<file path="src/design/sdic_pkg.sv">
package sdic_pkg;
  // clock and pause timing
  localparam int unsigned CORE_CLK_MHZ    = 50;
  localparam int unsigned PAUSE_US        = 200;
  localparam int unsigned PAUSE_CYCLES    = PAUSE_US * CORE_CLK_MHZ;
  localparam int unsigned TIMER_W         = 16;

  // refresh interval default: interval in ns times device clock MHz, divided by 1000
  localparam int unsigned REFRESH_NS      = 15625;
  localparam int unsigned DEV_CLK_MHZ     = 100;
  localparam logic [31:0] REFRESH_RESET   = 32'(REFRESH_NS * DEV_CLK_MHZ / 1000);

  // software port register offsets
  localparam int unsigned SW_ADDR_W       = 8;
  localparam logic [7:0]  SW_CTRL_OFS     = 8'h00;
  localparam logic [7:0]  SW_STATUS_OFS   = 8'h04;
  localparam logic [7:0]  SW_MEMDEV_OFS   = 8'h08;
  localparam logic [7:0]  SW_CFG_OFS      = 8'h0c;
  localparam logic [7:0]  SW_TIM0_OFS     = 8'h10;
  localparam logic [7:0]  SW_TIM1_OFS     = 8'h14;
  localparam logic [7:0]  SW_LOWPWR_OFS   = 8'h18;
  localparam logic [7:0]  SW_REFRESH_OFS  = 8'h1c;

  // control and status fields
  localparam int unsigned CTRL_START_BIT  = 0;
  localparam int unsigned CTRL_TYPE_LSB   = 1;
  localparam int unsigned STAT_BUSY_BIT   = 0;
  localparam int unsigned STAT_DONE_BIT   = 1;
  localparam int unsigned STAT_STEP_LSB   = 8;

  // memory kinds selected in the control register
  localparam logic [1:0]  MEM_SDR         = 2'h0;
  localparam logic [1:0]  MEM_LPSDR       = 2'h1;
  localparam logic [1:0]  MEM_LPDDR1      = 2'h2;

  // device register offsets
  localparam logic [31:0] DEV_MODE_OFS    = 32'h0000_0000;
  localparam logic [31:0] DEV_REFRESH_OFS = 32'h0000_0004;
  localparam logic [31:0] DEV_CFG_OFS     = 32'h0000_0008;
  localparam logic [31:0] DEV_TIM0_OFS    = 32'h0000_000c;
  localparam logic [31:0] DEV_TIM1_OFS    = 32'h0000_0010;
  localparam logic [31:0] DEV_LOWPWR_OFS  = 32'h0000_001c;
  localparam logic [31:0] DEV_MEMDEV_OFS  = 32'h0000_0020;

  // device command mode codes
  localparam logic [31:0] MODE_NORMAL     = 32'h0000_0000;
  localparam logic [31:0] MODE_NOP        = 32'h0000_0001;
  localparam logic [31:0] MODE_PRECHARGE  = 32'h0000_0002;
  localparam logic [31:0] MODE_LOAD_MR    = 32'h0000_0003;
  localparam logic [31:0] MODE_REFRESH    = 32'h0000_0004;
  localparam logic [31:0] MODE_LOAD_EMR   = 32'h0000_0005;

  // refresh repeat counts and bank address placement
  localparam logic [3:0]  SDR_REF_COUNT   = 4'h8;
  localparam logic [3:0]  LPDDR_REF_COUNT = 4'h2;
  localparam int unsigned BA_LSB          = 22;
  localparam logic [1:0]  BA_MR           = 2'h0;
  localparam logic [1:0]  BA_EMR          = 2'h2;
  localparam logic [31:0] ACK_DATA        = 32'h0000_0000;
endpackage

</file>
<file path="src/design/sdic_init_seq.sv">
// The plain strobed port and the register addresses were decided locally.
`timescale 1ns/1ps
`default_nettype none
module sdic_init_seq
  import sdic_pkg::*;
#(
  parameter int unsigned PAUSE_COUNT = PAUSE_CYCLES,
  parameter logic [31:0] MEM_BASE    = 32'h2000_0000,
  parameter logic [31:0] REG_BASE    = 32'hf000_0000
) (
  input  wire logic                 core_clk_in,
  input  wire logic                 rst_n_in,
  input  wire logic [SW_ADDR_W-1:0] sw_addr_in,
  input  wire logic [31:0]          sw_wdata_in,
  input  wire logic                 sw_wr_in,
  input  wire logic                 sw_rd_in,
  output logic [31:0]               sw_rdata_out,
  input  wire logic                 dev_ack_in,
  output logic                      dev_req_out,
  output logic                      dev_is_mem_out,
  output logic [31:0]               dev_addr_out,
  output logic [31:0]               dev_wdata_out
);
  typedef enum logic [4:0] {
    S_IDLE, S_MEMDEV, S_CFG, S_TIM0, S_TIM1, S_LOWPWR, S_PAUSE,
    S_NOP_SEL, S_NOP_ACK, S_PRE_SEL, S_PRE_ACK, S_REF_SEL, S_REF_ACK,
    S_MR_SEL, S_MR_ACK, S_EMR_SEL, S_EMR_ACK, S_NORM_SEL, S_NORM_ACK,
    S_EXTRA_ACK, S_REFRESH, S_DONE
  } sdic_state_t;

  sdic_state_t state;
  sdic_state_t next_state;
  sdic_state_t after;
  logic        issued;
  logic        next_issued;
  logic [3:0]  ref_left;
  logic [3:0]  next_ref_left;
  logic [1:0]  mem_type;
  logic [1:0]  next_mem_type;
  logic        done;
  logic        next_done;
  logic [31:0] memdev;
  logic [31:0] cfg;
  logic [31:0] tim0;
  logic [31:0] tim1;
  logic [31:0] lowpwr;
  logic [31:0] refresh;
  logic [31:0] next_memdev;
  logic [31:0] next_cfg;
  logic [31:0] next_tim0;
  logic [31:0] next_tim1;
  logic [31:0] next_lowpwr;
  logic [31:0] next_refresh;
  logic [31:0] rdata;
  logic [31:0] next_rdata;
  logic        busy;
  logic        is_lpddr;
  logic        is_lowpwr;
  logic        acc_start;
  logic        acc_is_mem;
  logic [31:0] acc_addr;
  logic [31:0] acc_data;
  logic        acc_idle;
  logic        acc_done;
  logic        pause_load;
  logic        pause_over;

  assign busy      = (state != S_IDLE);
  assign is_lpddr  = (mem_type == MEM_LPDDR1);
  assign is_lowpwr = (mem_type != MEM_SDR);

  // software registers, writes to setup ignored while a sequence runs
  always_comb begin
    next_memdev   = memdev;
    next_cfg      = cfg;
    next_tim0     = tim0;
    next_tim1     = tim1;
    next_lowpwr   = lowpwr;
    next_refresh  = refresh;
    next_mem_type = mem_type;
    if (sw_wr_in && !busy) begin
      unique case (sw_addr_in)
        SW_CTRL_OFS:    next_mem_type = sw_wdata_in[CTRL_TYPE_LSB +: 2];
        SW_MEMDEV_OFS:  next_memdev   = sw_wdata_in;
        SW_CFG_OFS:     next_cfg      = sw_wdata_in;
        SW_TIM0_OFS:    next_tim0     = sw_wdata_in;
        SW_TIM1_OFS:    next_tim1     = sw_wdata_in;
        SW_LOWPWR_OFS:  next_lowpwr   = sw_wdata_in;
        SW_REFRESH_OFS: next_refresh  = sw_wdata_in;
        default:        next_refresh  = refresh;
      endcase
    end
  end

  // read data stands one cycle after the read strobe
  always_comb begin
    next_rdata = 32'h0;
    if (sw_rd_in) begin
      unique case (sw_addr_in)
        SW_CTRL_OFS:    next_rdata = {29'h0, mem_type, 1'b0};
        SW_STATUS_OFS:  next_rdata = {19'h0, state, 6'h0, done, busy};
        SW_MEMDEV_OFS:  next_rdata = memdev;
        SW_CFG_OFS:     next_rdata = cfg;
        SW_TIM0_OFS:    next_rdata = tim0;
        SW_TIM1_OFS:    next_rdata = tim1;
        SW_LOWPWR_OFS:  next_rdata = lowpwr;
        SW_REFRESH_OFS: next_rdata = refresh;
        default:        next_rdata = 32'h0;
      endcase
    end
  end

  // access issued in each step and the step that follows it
  always_comb begin
    acc_is_mem = 1'b0;
    acc_addr   = REG_BASE | DEV_MODE_OFS;
    acc_data   = MODE_NORMAL;
    after      = S_IDLE;
    unique case (state)
      S_MEMDEV: begin
        acc_addr = REG_BASE | DEV_MEMDEV_OFS;
        acc_data = memdev;
        after    = S_CFG;
      end
      S_CFG: begin
        acc_addr = REG_BASE | DEV_CFG_OFS;
        acc_data = cfg;
        after    = S_TIM0;
      end
      S_TIM0: begin
        acc_addr = REG_BASE | DEV_TIM0_OFS;
        acc_data = tim0;
        after    = S_TIM1;
      end
      S_TIM1: begin
        acc_addr = REG_BASE | DEV_TIM1_OFS;
        acc_data = tim1;
        // low-power step only for low-power parts
        after    = is_lowpwr ? S_LOWPWR : S_PAUSE;
      end
      S_LOWPWR: begin
        acc_addr = REG_BASE | DEV_LOWPWR_OFS;
        acc_data = lowpwr;
        after    = is_lpddr ? S_NOP_SEL : S_PAUSE;
      end
      S_NOP_SEL: begin
        acc_data = MODE_NOP;
        after    = S_NOP_ACK;
      end
      S_PRE_SEL: begin
        acc_data = MODE_PRECHARGE;
        after    = S_PRE_ACK;
      end
      S_REF_SEL: begin
        acc_data = MODE_REFRESH;
        after    = S_REF_ACK;
      end
      S_MR_SEL: begin
        acc_data = MODE_LOAD_MR;
        after    = S_MR_ACK;
      end
      S_EMR_SEL: begin
        acc_data = MODE_LOAD_EMR;
        after    = S_EMR_ACK;
      end
      S_NORM_SEL: begin
        acc_data = MODE_NORMAL;
        after    = S_NORM_ACK;
      end
      S_NOP_ACK, S_PRE_ACK, S_REF_ACK, S_NORM_ACK, S_EXTRA_ACK: begin
        acc_is_mem = 1'b1;
        acc_addr   = MEM_BASE;
        acc_data   = ACK_DATA;
        unique case (state)
          // first NOP ack starts the clock
          S_NOP_ACK:   after = is_lpddr ? S_PAUSE : S_PRE_SEL;
          S_PRE_ACK:   after = S_REF_SEL;
          S_REF_ACK:   after = is_lpddr ? S_EMR_SEL : S_MR_SEL;
          S_NORM_ACK:  after = is_lpddr ? S_EXTRA_ACK : S_REFRESH;
          default:     after = S_REFRESH;
        endcase
      end
      S_MR_ACK: begin
        acc_is_mem = 1'b1;
        acc_addr   = MEM_BASE | 32'({BA_MR, BA_LSB'(0)});
        acc_data   = ACK_DATA;
        after      = is_lpddr ? S_NORM_SEL : (is_lowpwr ? S_EMR_SEL : S_NORM_SEL);
      end
      S_EMR_ACK: begin
        // bank bit 1 high, bit 0 low
        acc_is_mem = 1'b1;
        acc_addr   = MEM_BASE | 32'({BA_EMR, BA_LSB'(0)});
        acc_data   = ACK_DATA;
        after      = is_lpddr ? S_MR_SEL : S_NORM_SEL;
      end
      S_REFRESH: begin
        acc_addr = REG_BASE | DEV_REFRESH_OFS;
        acc_data = refresh;
        after    = S_DONE;
      end
      default: begin
        after = S_IDLE;
      end
    endcase
  end

  // step sequencer
  always_comb begin
    next_state    = state;
    next_issued   = issued;
    next_ref_left = ref_left;
    next_done     = done;
    acc_start     = 1'b0;
    pause_load    = 1'b0;
    unique case (state)
      S_IDLE: begin
        if (sw_wr_in && sw_addr_in == SW_CTRL_OFS && sw_wdata_in[CTRL_START_BIT]) begin
          next_state = S_MEMDEV;
          next_done  = 1'b0;
        end
      end
      S_PAUSE: begin
        if (pause_over) begin
          next_state = is_lpddr ? S_PRE_SEL : S_NOP_SEL;
        end
      end
      S_DONE: begin
        next_done  = 1'b1;
        next_state = S_IDLE;
      end
      default: begin
        if (!issued && acc_idle) begin
          acc_start   = 1'b1;
          next_issued = 1'b1;
        end
        if (acc_done) begin
          next_issued = 1'b0;
          if (state == S_REF_SEL) begin
            next_ref_left = is_lpddr ? LPDDR_REF_COUNT : SDR_REF_COUNT;
          end
          if (state == S_REF_ACK && ref_left != 4'h1) begin
            next_ref_left = ref_left - 4'h1;
          end else begin
            next_state = after;
            pause_load = (after == S_PAUSE);
          end
        end
      end
    endcase
  end

  always_ff @(posedge core_clk_in) begin
    if (!rst_n_in) begin
      state    <= S_IDLE;
      issued   <= 1'b0;
      ref_left <= 4'h0;
      done     <= 1'b0;
      mem_type <= MEM_SDR;
      memdev   <= 32'h0;
      cfg      <= 32'h0;
      tim0     <= 32'h0;
      tim1     <= 32'h0;
      lowpwr   <= 32'h0;
      refresh  <= REFRESH_RESET;
      rdata    <= 32'h0;
    end else begin
      state    <= next_state;
      issued   <= next_issued;
      ref_left <= next_ref_left;
      done     <= next_done;
      mem_type <= next_mem_type;
      memdev   <= next_memdev;
      cfg      <= next_cfg;
      tim0     <= next_tim0;
      tim1     <= next_tim1;
      lowpwr   <= next_lowpwr;
      refresh  <= next_refresh;
      rdata    <= next_rdata;
    end
  end

  assign sw_rdata_out = rdata;

  sdic_dev_access u_access (
    .core_clk_in    (core_clk_in),
    .rst_n_in       (rst_n_in),
    .start_in       (acc_start),
    .is_mem_in      (acc_is_mem),
    .addr_in        (acc_addr),
    .data_in        (acc_data),
    .idle_out       (acc_idle),
    .done_out       (acc_done),
    .dev_ack_in     (dev_ack_in),
    .dev_req_out    (dev_req_out),
    .dev_is_mem_out (dev_is_mem_out),
    .dev_addr_out   (dev_addr_out),
    .dev_wdata_out  (dev_wdata_out)
  );

  sdic_pause_timer u_pause (
    .core_clk_in (core_clk_in),
    .rst_n_in    (rst_n_in),
    .load_in     (pause_load),
    .count_in    (TIMER_W'(PAUSE_COUNT)),
    .expired_out (pause_over)
  );
endmodule
`default_nettype wire

</file>
<file path="src/design/sdic_pause_timer.sv">
`timescale 1ns/1ps
`default_nettype none
module sdic_pause_timer
  import sdic_pkg::*;
(
  input  wire logic               core_clk_in,
  input  wire logic               rst_n_in,
  input  wire logic               load_in,
  input  wire logic [TIMER_W-1:0] count_in,
  output logic                    expired_out
);
  logic [TIMER_W-1:0] count;
  logic [TIMER_W-1:0] next_count;

  // down counter, reloaded on request
  always_comb begin
    next_count = count;
    if (load_in) begin
      next_count = count_in;
    end else if (count != '0) begin
      next_count = count - 1'b1;
    end
  end

  always_ff @(posedge core_clk_in) begin
    if (!rst_n_in) begin
      count <= '0;
    end else begin
      count <= next_count;
    end
  end

  assign expired_out = (count == '0);
endmodule
`default_nettype wire

</file>
<file path="src/design/sdic_dev_access.sv">
`timescale 1ns/1ps
`default_nettype none
module sdic_dev_access (
  input  wire logic        core_clk_in,
  input  wire logic        rst_n_in,
  input  wire logic        start_in,
  input  wire logic        is_mem_in,
  input  wire logic [31:0] addr_in,
  input  wire logic [31:0] data_in,
  output logic             idle_out,
  output logic             done_out,
  input  wire logic        dev_ack_in,
  output logic             dev_req_out,
  output logic             dev_is_mem_out,
  output logic [31:0]      dev_addr_out,
  output logic [31:0]      dev_wdata_out
);
  logic        next_req;
  logic        next_is_mem;
  logic [31:0] next_addr;
  logic [31:0] next_data;

  // hold one write request until the device acknowledges it
  always_comb begin
    next_req    = dev_req_out;
    next_is_mem = dev_is_mem_out;
    next_addr   = dev_addr_out;
    next_data   = dev_wdata_out;
    if (dev_req_out && dev_ack_in) begin
      next_req = 1'b0;
    end else if (!dev_req_out && start_in) begin
      next_req    = 1'b1;
      next_is_mem = is_mem_in;
      next_addr   = addr_in;
      next_data   = data_in;
    end
  end

  always_ff @(posedge core_clk_in) begin
    if (!rst_n_in) begin
      dev_req_out    <= 1'b0;
      dev_is_mem_out <= 1'b0;
      dev_addr_out   <= 32'h0;
      dev_wdata_out  <= 32'h0;
    end else begin
      dev_req_out    <= next_req;
      dev_is_mem_out <= next_is_mem;
      dev_addr_out   <= next_addr;
      dev_wdata_out  <= next_data;
    end
  end

  assign idle_out = !dev_req_out;
  assign done_out = dev_req_out && dev_ack_in;
endmodule
`default_nettype wire

</file>
<file path="config.mk">
export PLATFORM = sky130hd
export DESIGN_NAME = sdic_init_seq
export DESIGN_NICKNAME = d
export VERILOG_FILES = /design/src/design/sdic_pkg.sv /design/src/design/sdic_init_seq.sv /design/src/design/sdic_pause_timer.sv /design/src/design/sdic_dev_access.sv
export SDC_FILE = /design/constraint.sdc
export NUM_CORES = 1
export LEC_CHECK = 0
export BUFFER_PORTS_ARGS = -buffer_cell sky130_fd_sc_hd__buf_2
export CAP_MARGIN = 20
export CELL_PAD_IN_SITES_DETAIL_PLACEMENT = 0
export CELL_PAD_IN_SITES_GLOBAL_PLACEMENT = 1
export CORE_MARGIN = 4
export CORE_UTILIZATION = 40
export CTS_BUF_LIST = sky130_fd_sc_hd__clkbuf_16
export CTS_CLUSTER_SIZE = 40
export DETAILED_ROUTE_END_ITERATION = 12
export PLACE_DENSITY_LB_ADDON = 0.1
export SLEW_MARGIN = 0
export SYNTH_ARGS = -nofsm -noshare
export SYNTH_HDL_FRONTEND = slang
export SYNTH_SLANG_ARGS = --single-unit
</file>
<file path="constraint.sdc">
create_clock -name core_clk_in -period 2.54 [get_ports core_clk_in]
set_input_delay 0.762 -clock core_clk_in [delete_from_list [all_inputs] [get_ports core_clk_in]]
set_output_delay 0.762 -clock core_clk_in [all_outputs]
set_load 0.02 [all_outputs]
</file>
==> results of run 1 <==
-- registers in the layout, summed over array words and instances (netlist names) --
register,cells
cfg,32
lowpwr,32
memdev,32
refresh,32
sw_rdata_out,32
tim0,32
tim1,32
u_access.dev_wdata_out,32
u_pause.count,16
u_access.dev_addr_out,7
state,5
ref_left,4
mem_type,2
done,1
issued,1
u_access.dev_is_mem_out,1
u_access.dev_req_out,1
-- placed cells by master, fill, tap and decap left out, types with 23 or more instances in the layout --
cell type    n
a21boi_0   109
a21oi_1    145
a222oi_1    23
a22oi_1    121
a31o_2      23
buf_12      26
buf_2      118
buf_4       95
clkbuf_16   35
conb_1      23
dfxtp_1    293
nand2_1    461
nor2_1      25
-- routing by layer --
metal  share of wire, %  up-vias
li1                   -     6074
met1                 45     6249
met2                 45      615
met3                8.1       86
met4                2.3        0
met5                  0        -
-- critical path, stage by stage, from the launching register on --
cell and delay [ns]:
dfxtp_1 0.42, buf_4 0.26, nor2b_1 0.09, a32oi_1 0.19
o221ai_1 0.19, buf_4 0.18, or3_1 0.35, nor4_2 0.28
buf_4 0.22, nor3_1 0.05
-- synth_stat cells (16+ instances only) --
cell type and count:
a21boi_0 109, a22oi_1 121, nand2_1 461, dfxtp_1 294, nand3_1 18, a21oi_1 145, a31o_2 23, a222oi_1 23
o21ai_0 22, nor2_1 25, and3_1 19, a22o_1 20, clkbuf_1 104, buf_4 27, buf_2 37, nor2b_1 16
-- worst paths after layout --
path / end / cells past startpoint / start / slack [ns]
worst max-delay path: u_pause.count[12] / 9 / state[4] / 0.20
worst max register to register: u_pause.count[12] / 9 / state[4] / 0.20
worst min register to register: u_access.dev_wdata_out[1] / 2 / u_access.dev_wdata_out[1] / 0.45
worst min-delay path: u_access.dev_wdata_out[1] / 2 / u_access.dev_wdata_out[1] / 0.45
-- area by class of cell --
class | count | area [µm²]
repair buffers | 239 | 1820
well taps | 442 | 553
inverters | 9 | 36.3
flip-flops and latches | 294 | 5890
multi-input cells | 1203 | 6860
clock buffers | 35 | 876
fillers | 3362 | 16700
clock inverters | 27 | 131
-- power by group through the flow --
stage / clock (mW) / combinational, mW / sequential [mW]
finish: 4.52 / 2.89 / 4.89
global route: 4.79 / 3.12 / 4.91
CTS: 4.60 / 2.87 / 4.89
detailed placement: 0 / 2.85 / 4.99
global placement: 0 / 2.84 / 4.99
floorplan: 0 / 1.68 / 5.00
-- stage by stage --
stage / hold slack [ns] / cell area, µm² / utilization, % / total power [mW] / worst slack [ns]
after global routing: 0.464 / 16200 / 49.2 / 12.8 / 0.0992
after floorplan: 0.446 / 13600 / - / 6.68 / 0.116
final: 0.448 / 16200 / 49.2 / 12.3 / 0.196
after detailed placement: 0.444 / 15200 / 46.1 / 7.84 / -0.178
after CTS: 0.451 / 16200 / 49.2 / 12.4 / 0.0639
after global placement: 0.440 / 15200 / 46.1 / 7.83 / -0.170
-- cells by family (layout without fill, tap and decap cells) --
| kind of cell | count (synthesis) | count (layout) |
|---|---|---|
| AO/OA/AOI/OAI | 537 | 537 |
| AND/OR/NAND/NOR | 612 | 612 |
| other | 1 | 23 |
| XOR/XNOR | 11 | 11 |
| multiplexers | 17 | 17 |
| adder cells (fa/ha/maj) | 3 | 3 |
| flip-flops | 294 | 294 |
| buffers and inverters | 182 | 310 |
==> metrics.md, run 1 <==
| Metric | Value |
|---|---|
| Largest family of logic cells by synthesized area | `compound AO/OA/AOI/OAI gates` |
| Final nets | `1,830` |
| EDFF count, synth | `0` |
| DIE AREA | `between 30,000 and 40,000 µm²` |
| Met1 Resource Use GR | `roughly two fifths` |
| Antenna Diode Count | `0` |
| Fmax | `427 MHz` |
| Crit end category | `flop` |
| Adder-Cell Fraction of Synth Area | `0.278%` |
| Post-synthesis mux area share | `1.29%` |
| Startpoint Class | `flop` |
| Final setup skew | `roughly 0.024 ns` |
| Starting Density | `~40%` |
| Switching pwr | `3.98 mW` |
| Site Rows | `66` |
| DP HPWL | `roughly 33 mm` |
| Die Y | `192 µm` |
| Placed insts | `around 2,200` |
| H-tree depth | `2` |
| Top FF cell, synth | `dfxtp_1` |
| Starting DRT DRC Count | `1,539` |
| Worst slew margin | `56.0%` |
| Logic pwr share | `a little under a quarter` |
| Top cells by area, synth | `dfxtp_1 (44%), nand2_1 (13%), a22oi_1 (6.7%)` |
| Worst-path clk slew | `0.05 ns` |
| Reg power frac | `39.8%` |
| Synth top area share | `43.7%` |
| Clock Sink Count | `294` |
| Worst Hold Class | `reg -> reg` |
| Status | `completed` |
| CP required | `between 2 and 3 ns` |
| GR peak layer | `met2` |
| Pwr dens | `761 nW/µm²` |
| Worst-Skew Late Latency | `about 0.53 ns` |
| Post-synthesis sequential area ratio | `between 40% and 50%` |
| GR met3 Demand/Resource | `about 4.5%` |
| Pre-antenna DRT Iters | `6` |
| Drt total wl | `a little over 50 mm` |
| Hold Fails Final Rpt | `0` |
| Critical path type | `reg -> reg` |
| Area Growth Syn to Fin | `19.9%` |
| GRT Total Usage | `27.1%` |
| Synthesized cell area | `~13,000 µm²` |
| Final Setup Violations | `0` |
| I/O pin count | `143` |
| P_int | `8.33 mW` |
| Final worst path period share | `between 90 and 100%` |
| ANT nets after route | `0` |
| Largest net degree at the start of global routing | `between 100 and 150` |
| Initial antenna violation count | `0` |
| Core Region | `32,900 µm²` |
| Setup TNS | `0 ns` |
| Worst-margin pin slew | `roughly 0.65 ns` |
| Clk Tree Root Cell | `clkbuf_16` |
| CP Max Fanout | `15` |
| Share of post-route cells with drive strength above 1 | `a little under a fifth` |
| Worst vdd rail ir drop | `between 0.0005 and 0.0006 V` |
| Worst path arrival time | `roughly 2.7 ns` |
| Post-synthesis area per instance | `~8.1 µm²` |
| Residual DRC | `0` |
| GRT Residual Overflow | `0` |
| Simple-Gate Fraction of Synth Area | `19.7%` |
| Num CTS Buffers | `35` |
| Max-slew violations | `0` |
| First-pass GRT wire length | `~77 mm` |
| Complex-gate fraction of the synthesized area | `28.0%` |
| Cell accounting for the most synthesized area | `dfxtp_1` |
| Fin cells | `2,249` |
| Sw Ratio | `around a third` |
| CTS tree | `built` |
| PortBufs | `between 100 and 150` |
| Vias in the first global route | `roughly 12,000` |
| Cts-stage hold buffer count | `0` |
| Synth cell types | `68` |
| Synth Register Bits | `about 300` |
| Synth warn | `0` |
| CTS max path bufs | `3` |
| Lkg Pwr | `5.62 nW` |
| DR vias/cell | `slightly below 6` |
| Vias after detailed routing | `13,000` |
| Die X | `around 190 µm` |
| Max Cap Violations | `0` |
| Synth async-reset ratio | `0%` |
| Clock network fraction of total power | `between 30% and 40%` |
| XOR/XNOR Fraction of Synth Area | `0.715%` |
| RSZ-0062 raised after global routing | `false` |
| Met2 Use GR | `around 43%` |
| Setup bufs post-CTS | `0` |
| Gpl congestion | `slightly below 0.9` |
| Per-cell routed wire length | `roughly 23 µm` |
| Min cycle time layout | `2.34 ns` |
| Post-Syn Instances | `roughly 1,700` |
| Cts repair resizes | `0` |
No activity file was read; power rests on OpenSTA's default activity.
==> run 2, diff against run 1 <==
ABC_AREA = 1   (was default)
CORE_UTILIZATION = 38   (was 40)
==> run 2 against run 1 <==
Effect of this change: synthesized cell count increased by 11%; clock power grew 6.2%; hold slack better by 0.012 ns; fmax rose by 5.3%; global-route usage is 2.7 points lower; critical path type unchanged; first-iteration DRC count down 26%; count of clock-buffer cells in the layout increased by 3; largest cell class unchanged; clock skew down 0.0052 ns; register-to-register slack improved by 0.12 ns.
==> metrics.md, run 2 <==
| Metric | Value |
|---|---|
| DIE AREA | `37,600 µm² (+2.6%)` |
| Synth top cells by count | `dfxtp_1 (294), nand2_1 (280), o21ai_0 (231)` |
| Post-Syn Instances | `1,840 (+11%)` |
| Synth Register Bits | `294 (unchanged)` |
| Lkg Pwr | `6.18 nW (+9.9%)` |
| Synth async-reset ratio | `0% (unchanged)` |
| Top cells by area, synth | `dfxtp_1 (45%), o21ai_0 (8.8%), a21oi_1 (8.4%)` |
| Hold slack | `0.460 ns (+0.0124 ns)` |
| Cts repair resizes | `0 (unchanged)` |
| Post-synthesis sequential area ratio | `44.8% (+1.1 points)` |
| Synth cell types | `44 (-35%)` |
| Clk Tree Root Cell | `clkbuf_16` |
| Startpoint Class | `flop` |
| Commonest cells after routing, fill and taps aside | `dfxtp_1 (294), nand2_1 (280), o21ai_0 (231)` |
| Hold Fails Final Rpt | `0 (unchanged)` |
| Die Y | `194 µm (+1.3%)` |
| Sw Ratio | `34.3% (+2.0 points)` |
| Worst path arrival time | `2.61 ns (-0.13 ns)` |
| First-pass GRT wire length | `73.2 mm (-5.0%)` |
| CP required | `2.93 ns (about the same)` |
| CTS tree | `built` |
| Switching pwr | `4.45 mW (+12%)` |
| Placed inst area | `14,600 µm² (-3.9%)` |
| Final nets | `2,009 (+9.8%)` |
| Drt total wl | `47.8 mm (-6.0%)` |
| PortBufs | `119 (unchanged)` |
| P_int | `8.53 mW (+2.5%)` |
| Crit end category | `flop` |
| DR vias/cell | `5.29 (-8.7%)` |
| Placed insts | `2,371 (+8.4%)` |
| Worst-Skew Late Latency | `0.53 ns (about the same)` |
| Final non-filler cell area | `15,600 µm² (-3.2%)` |
| Worst-path clk slew | `0.06 ns (about the same)` |
| Reg power frac | `38.1% (-1.7 points)` |
| CTS max path bufs | `3 (unchanged)` |
| Synth top area share | `44.8% (+1.1 points)` |
| Residual DRC | `0 (unchanged)` |
| Worst vdd rail ir drop | `0.000759 V (+39%)` |
| ANT nets after route | `0 (unchanged)` |
| Die X | `194 µm (+1.3%)` |
| Count leader, synth | `dfxtp_1` |
| CP Max Fanout | `7 (-8)` |
| Worst Hold Class | `reg -> reg` |
| Site Rows | `67 (+1.5%)` |
| Vias in the first global route | `12,100 (-1.8%)` |
| EDFF count, synth | `0 (unchanged)` |
| H-tree depth | `2 (unchanged)` |
| Max-slew violations | `0 (unchanged)` |
| Top FF cell, synth | `dfxtp_1` |
| I/O pin count | `143 (unchanged)` |
| Starting Density | `38.8% (-2.2 points)` |
| Core Region | `33,900 µm² (+3.0%)` |
| Max Cap Violations | `0 (unchanged)` |
| Pwr dens | `830 nW/µm² (+9.1%)` |
| Largest net degree at the start of global routing | `125 (+16%)` |
| Worst slew margin | `59.0% (+3.0 points)` |
| Area Growth Syn to Fin | `19.0%` |
| Final setup skew | `0.0183 ns (-0.00525 ns)` |
| Fillers | `3,530 (+5.0%)` |
| Per-cell routed wire length | `19.7 µm (-13%)` |
| Share of post-route cells with drive strength above 1 | `13.9% (-4.4 points)` |
| Clock network fraction of total power | `36.9% (+0.2 points)` |
| Starting DRT DRC Count | `1,135 (-26%)` |
| Pre-antenna DRT Iters | `9 (+3)` |
| Synthesized cell area | `13,200 µm² (-2.4%)` |
| GRT Total Usage | `24.5% (-2.7 points)` |
| Final worst path period share | `87.6% (-4.7 points)` |
| Antenna Diode Count | `0 (unchanged)` |
| DP HPWL | `31.2 mm (-4.2%)` |
| Critical path type | `reg -> reg` |
| Setup bufs post-CTS | `0 (unchanged)` |
| RSZ-0062 raised after global routing | `false` |
| Fmax | `449 MHz (+5.3%)` |
| Worst-margin pin slew | `0.614 ns (-0.0393 ns)` |
| Vias after detailed routing | `12,900 (-1.3%)` |
| Gpl congestion | `0.852 (-2.4%)` |
| Commonest non-fill, non-tap cell in the layout | `dfxtp_1` |
| Min cycle time layout | `2.23 ns (-0.119 ns)` |
| Fin cells | `2,433 (+8.2%)` |
| Synth warn | `0 (unchanged)` |
| Clock Sink Count | `294 (unchanged)` |
| Logic pwr share | `25.0% (+1.5 points)` |
| Cts-stage hold buffer count | `0 (unchanged)` |
| Status | `completed` |
| Initial antenna violation count | `0 (unchanged)` |
| Post-synthesis area per instance | `7.15 µm² (-12%)` |
| Final Setup Violations | `0 (unchanged)` |
| Num CTS Buffers | `36 (+2.9%)` |
| GRT Residual Overflow | `0 (unchanged)` |
| Cell accounting for the most synthesized area | `dfxtp_1` |
run 2: cell families after synthesis:
group,synth area share [%]
buffers and inverters,10.9
flip-flops,44.8
AND/OR/NAND/NOR,18.3
other,0.0285
XOR/XNOR,0.799
AO/OA/AOI/OAI,24.9
adder cells (fa/ha/maj),0.285
run 2: per-stage QoR:
step                      power [mW]  utilization, %  setup slack [ns]  TNS, ns
final                           13.0            46.2             0.315        0
after global routing            13.6            46.2             0.169        0
after CTS                       13.0            46.2             0.254        0
after detailed placement        8.24            43.0           -0.0912   -0.239
after global placement          8.25            43.0            -0.121   -0.222
after floorplan                 7.07               -             0.438        0
run 2: worst paths after layout:
path	from	end	slack, ns	depth (start not counted)
worst max-delay path	state[2]	u_access.dev_wdata_out[10]	0.31	8
worst min-delay path	u_access.dev_wdata_out[5]	u_access.dev_wdata_out[5]	0.46	2
worst max register to register	state[2]	u_access.dev_wdata_out[10]	0.31	8
worst min register to register	u_access.dev_wdata_out[5]	u_access.dev_wdata_out[5]	0.46	2
run 2: power by group through the flow:
stage	Clock [mW]	Combinational, mW	Sequential (mW)
2_1_floorplan	0	2.01	5.06
3_3_place_gp	0	3.21	5.04
3_5_place_dp	0	3.20	5.04
4_1_cts	4.89	3.22	4.94
5_1_grt	5.08	3.53	4.96
6_report	4.80	3.25	4.94
run 2: worst max-delay path, cell delays in order, from the launching register on:
cell and delay [ns]:
dfxtp_1 0.51, nor2_4 0.12, nand2_1 0.30, clkinv_1 0.35
buf_4 0.27, nand2_1 0.06, o221ai_1 0.10, o21ai_0 0.29
a21oi_1 0.10
run 2: metal layers:
layer | track usage, % | share of wire (%)
met1 | 35.2 | 46
met2 | 38.7 | 44
met3 | 3.87 | 7.2
met4 | 5.81 | 2.3
met5 | 0 | 0
run 2: layout make-up:
type | count | area (µm²) | share of cell area [%]
Sequential cell | 294 | 5890 | 37.6
Timing Repair Buffer | 195 | 1430 | 9.15
Tap cell | 448 | 561 | 3.58
Clock buffer | 38 | 951 | 6.08
Inverter | 204 | 768 | 4.91
Clock inverter | 24 | 136 | 0.872
Multi-Input combinational cell | 1230 | 5920 | 37.8
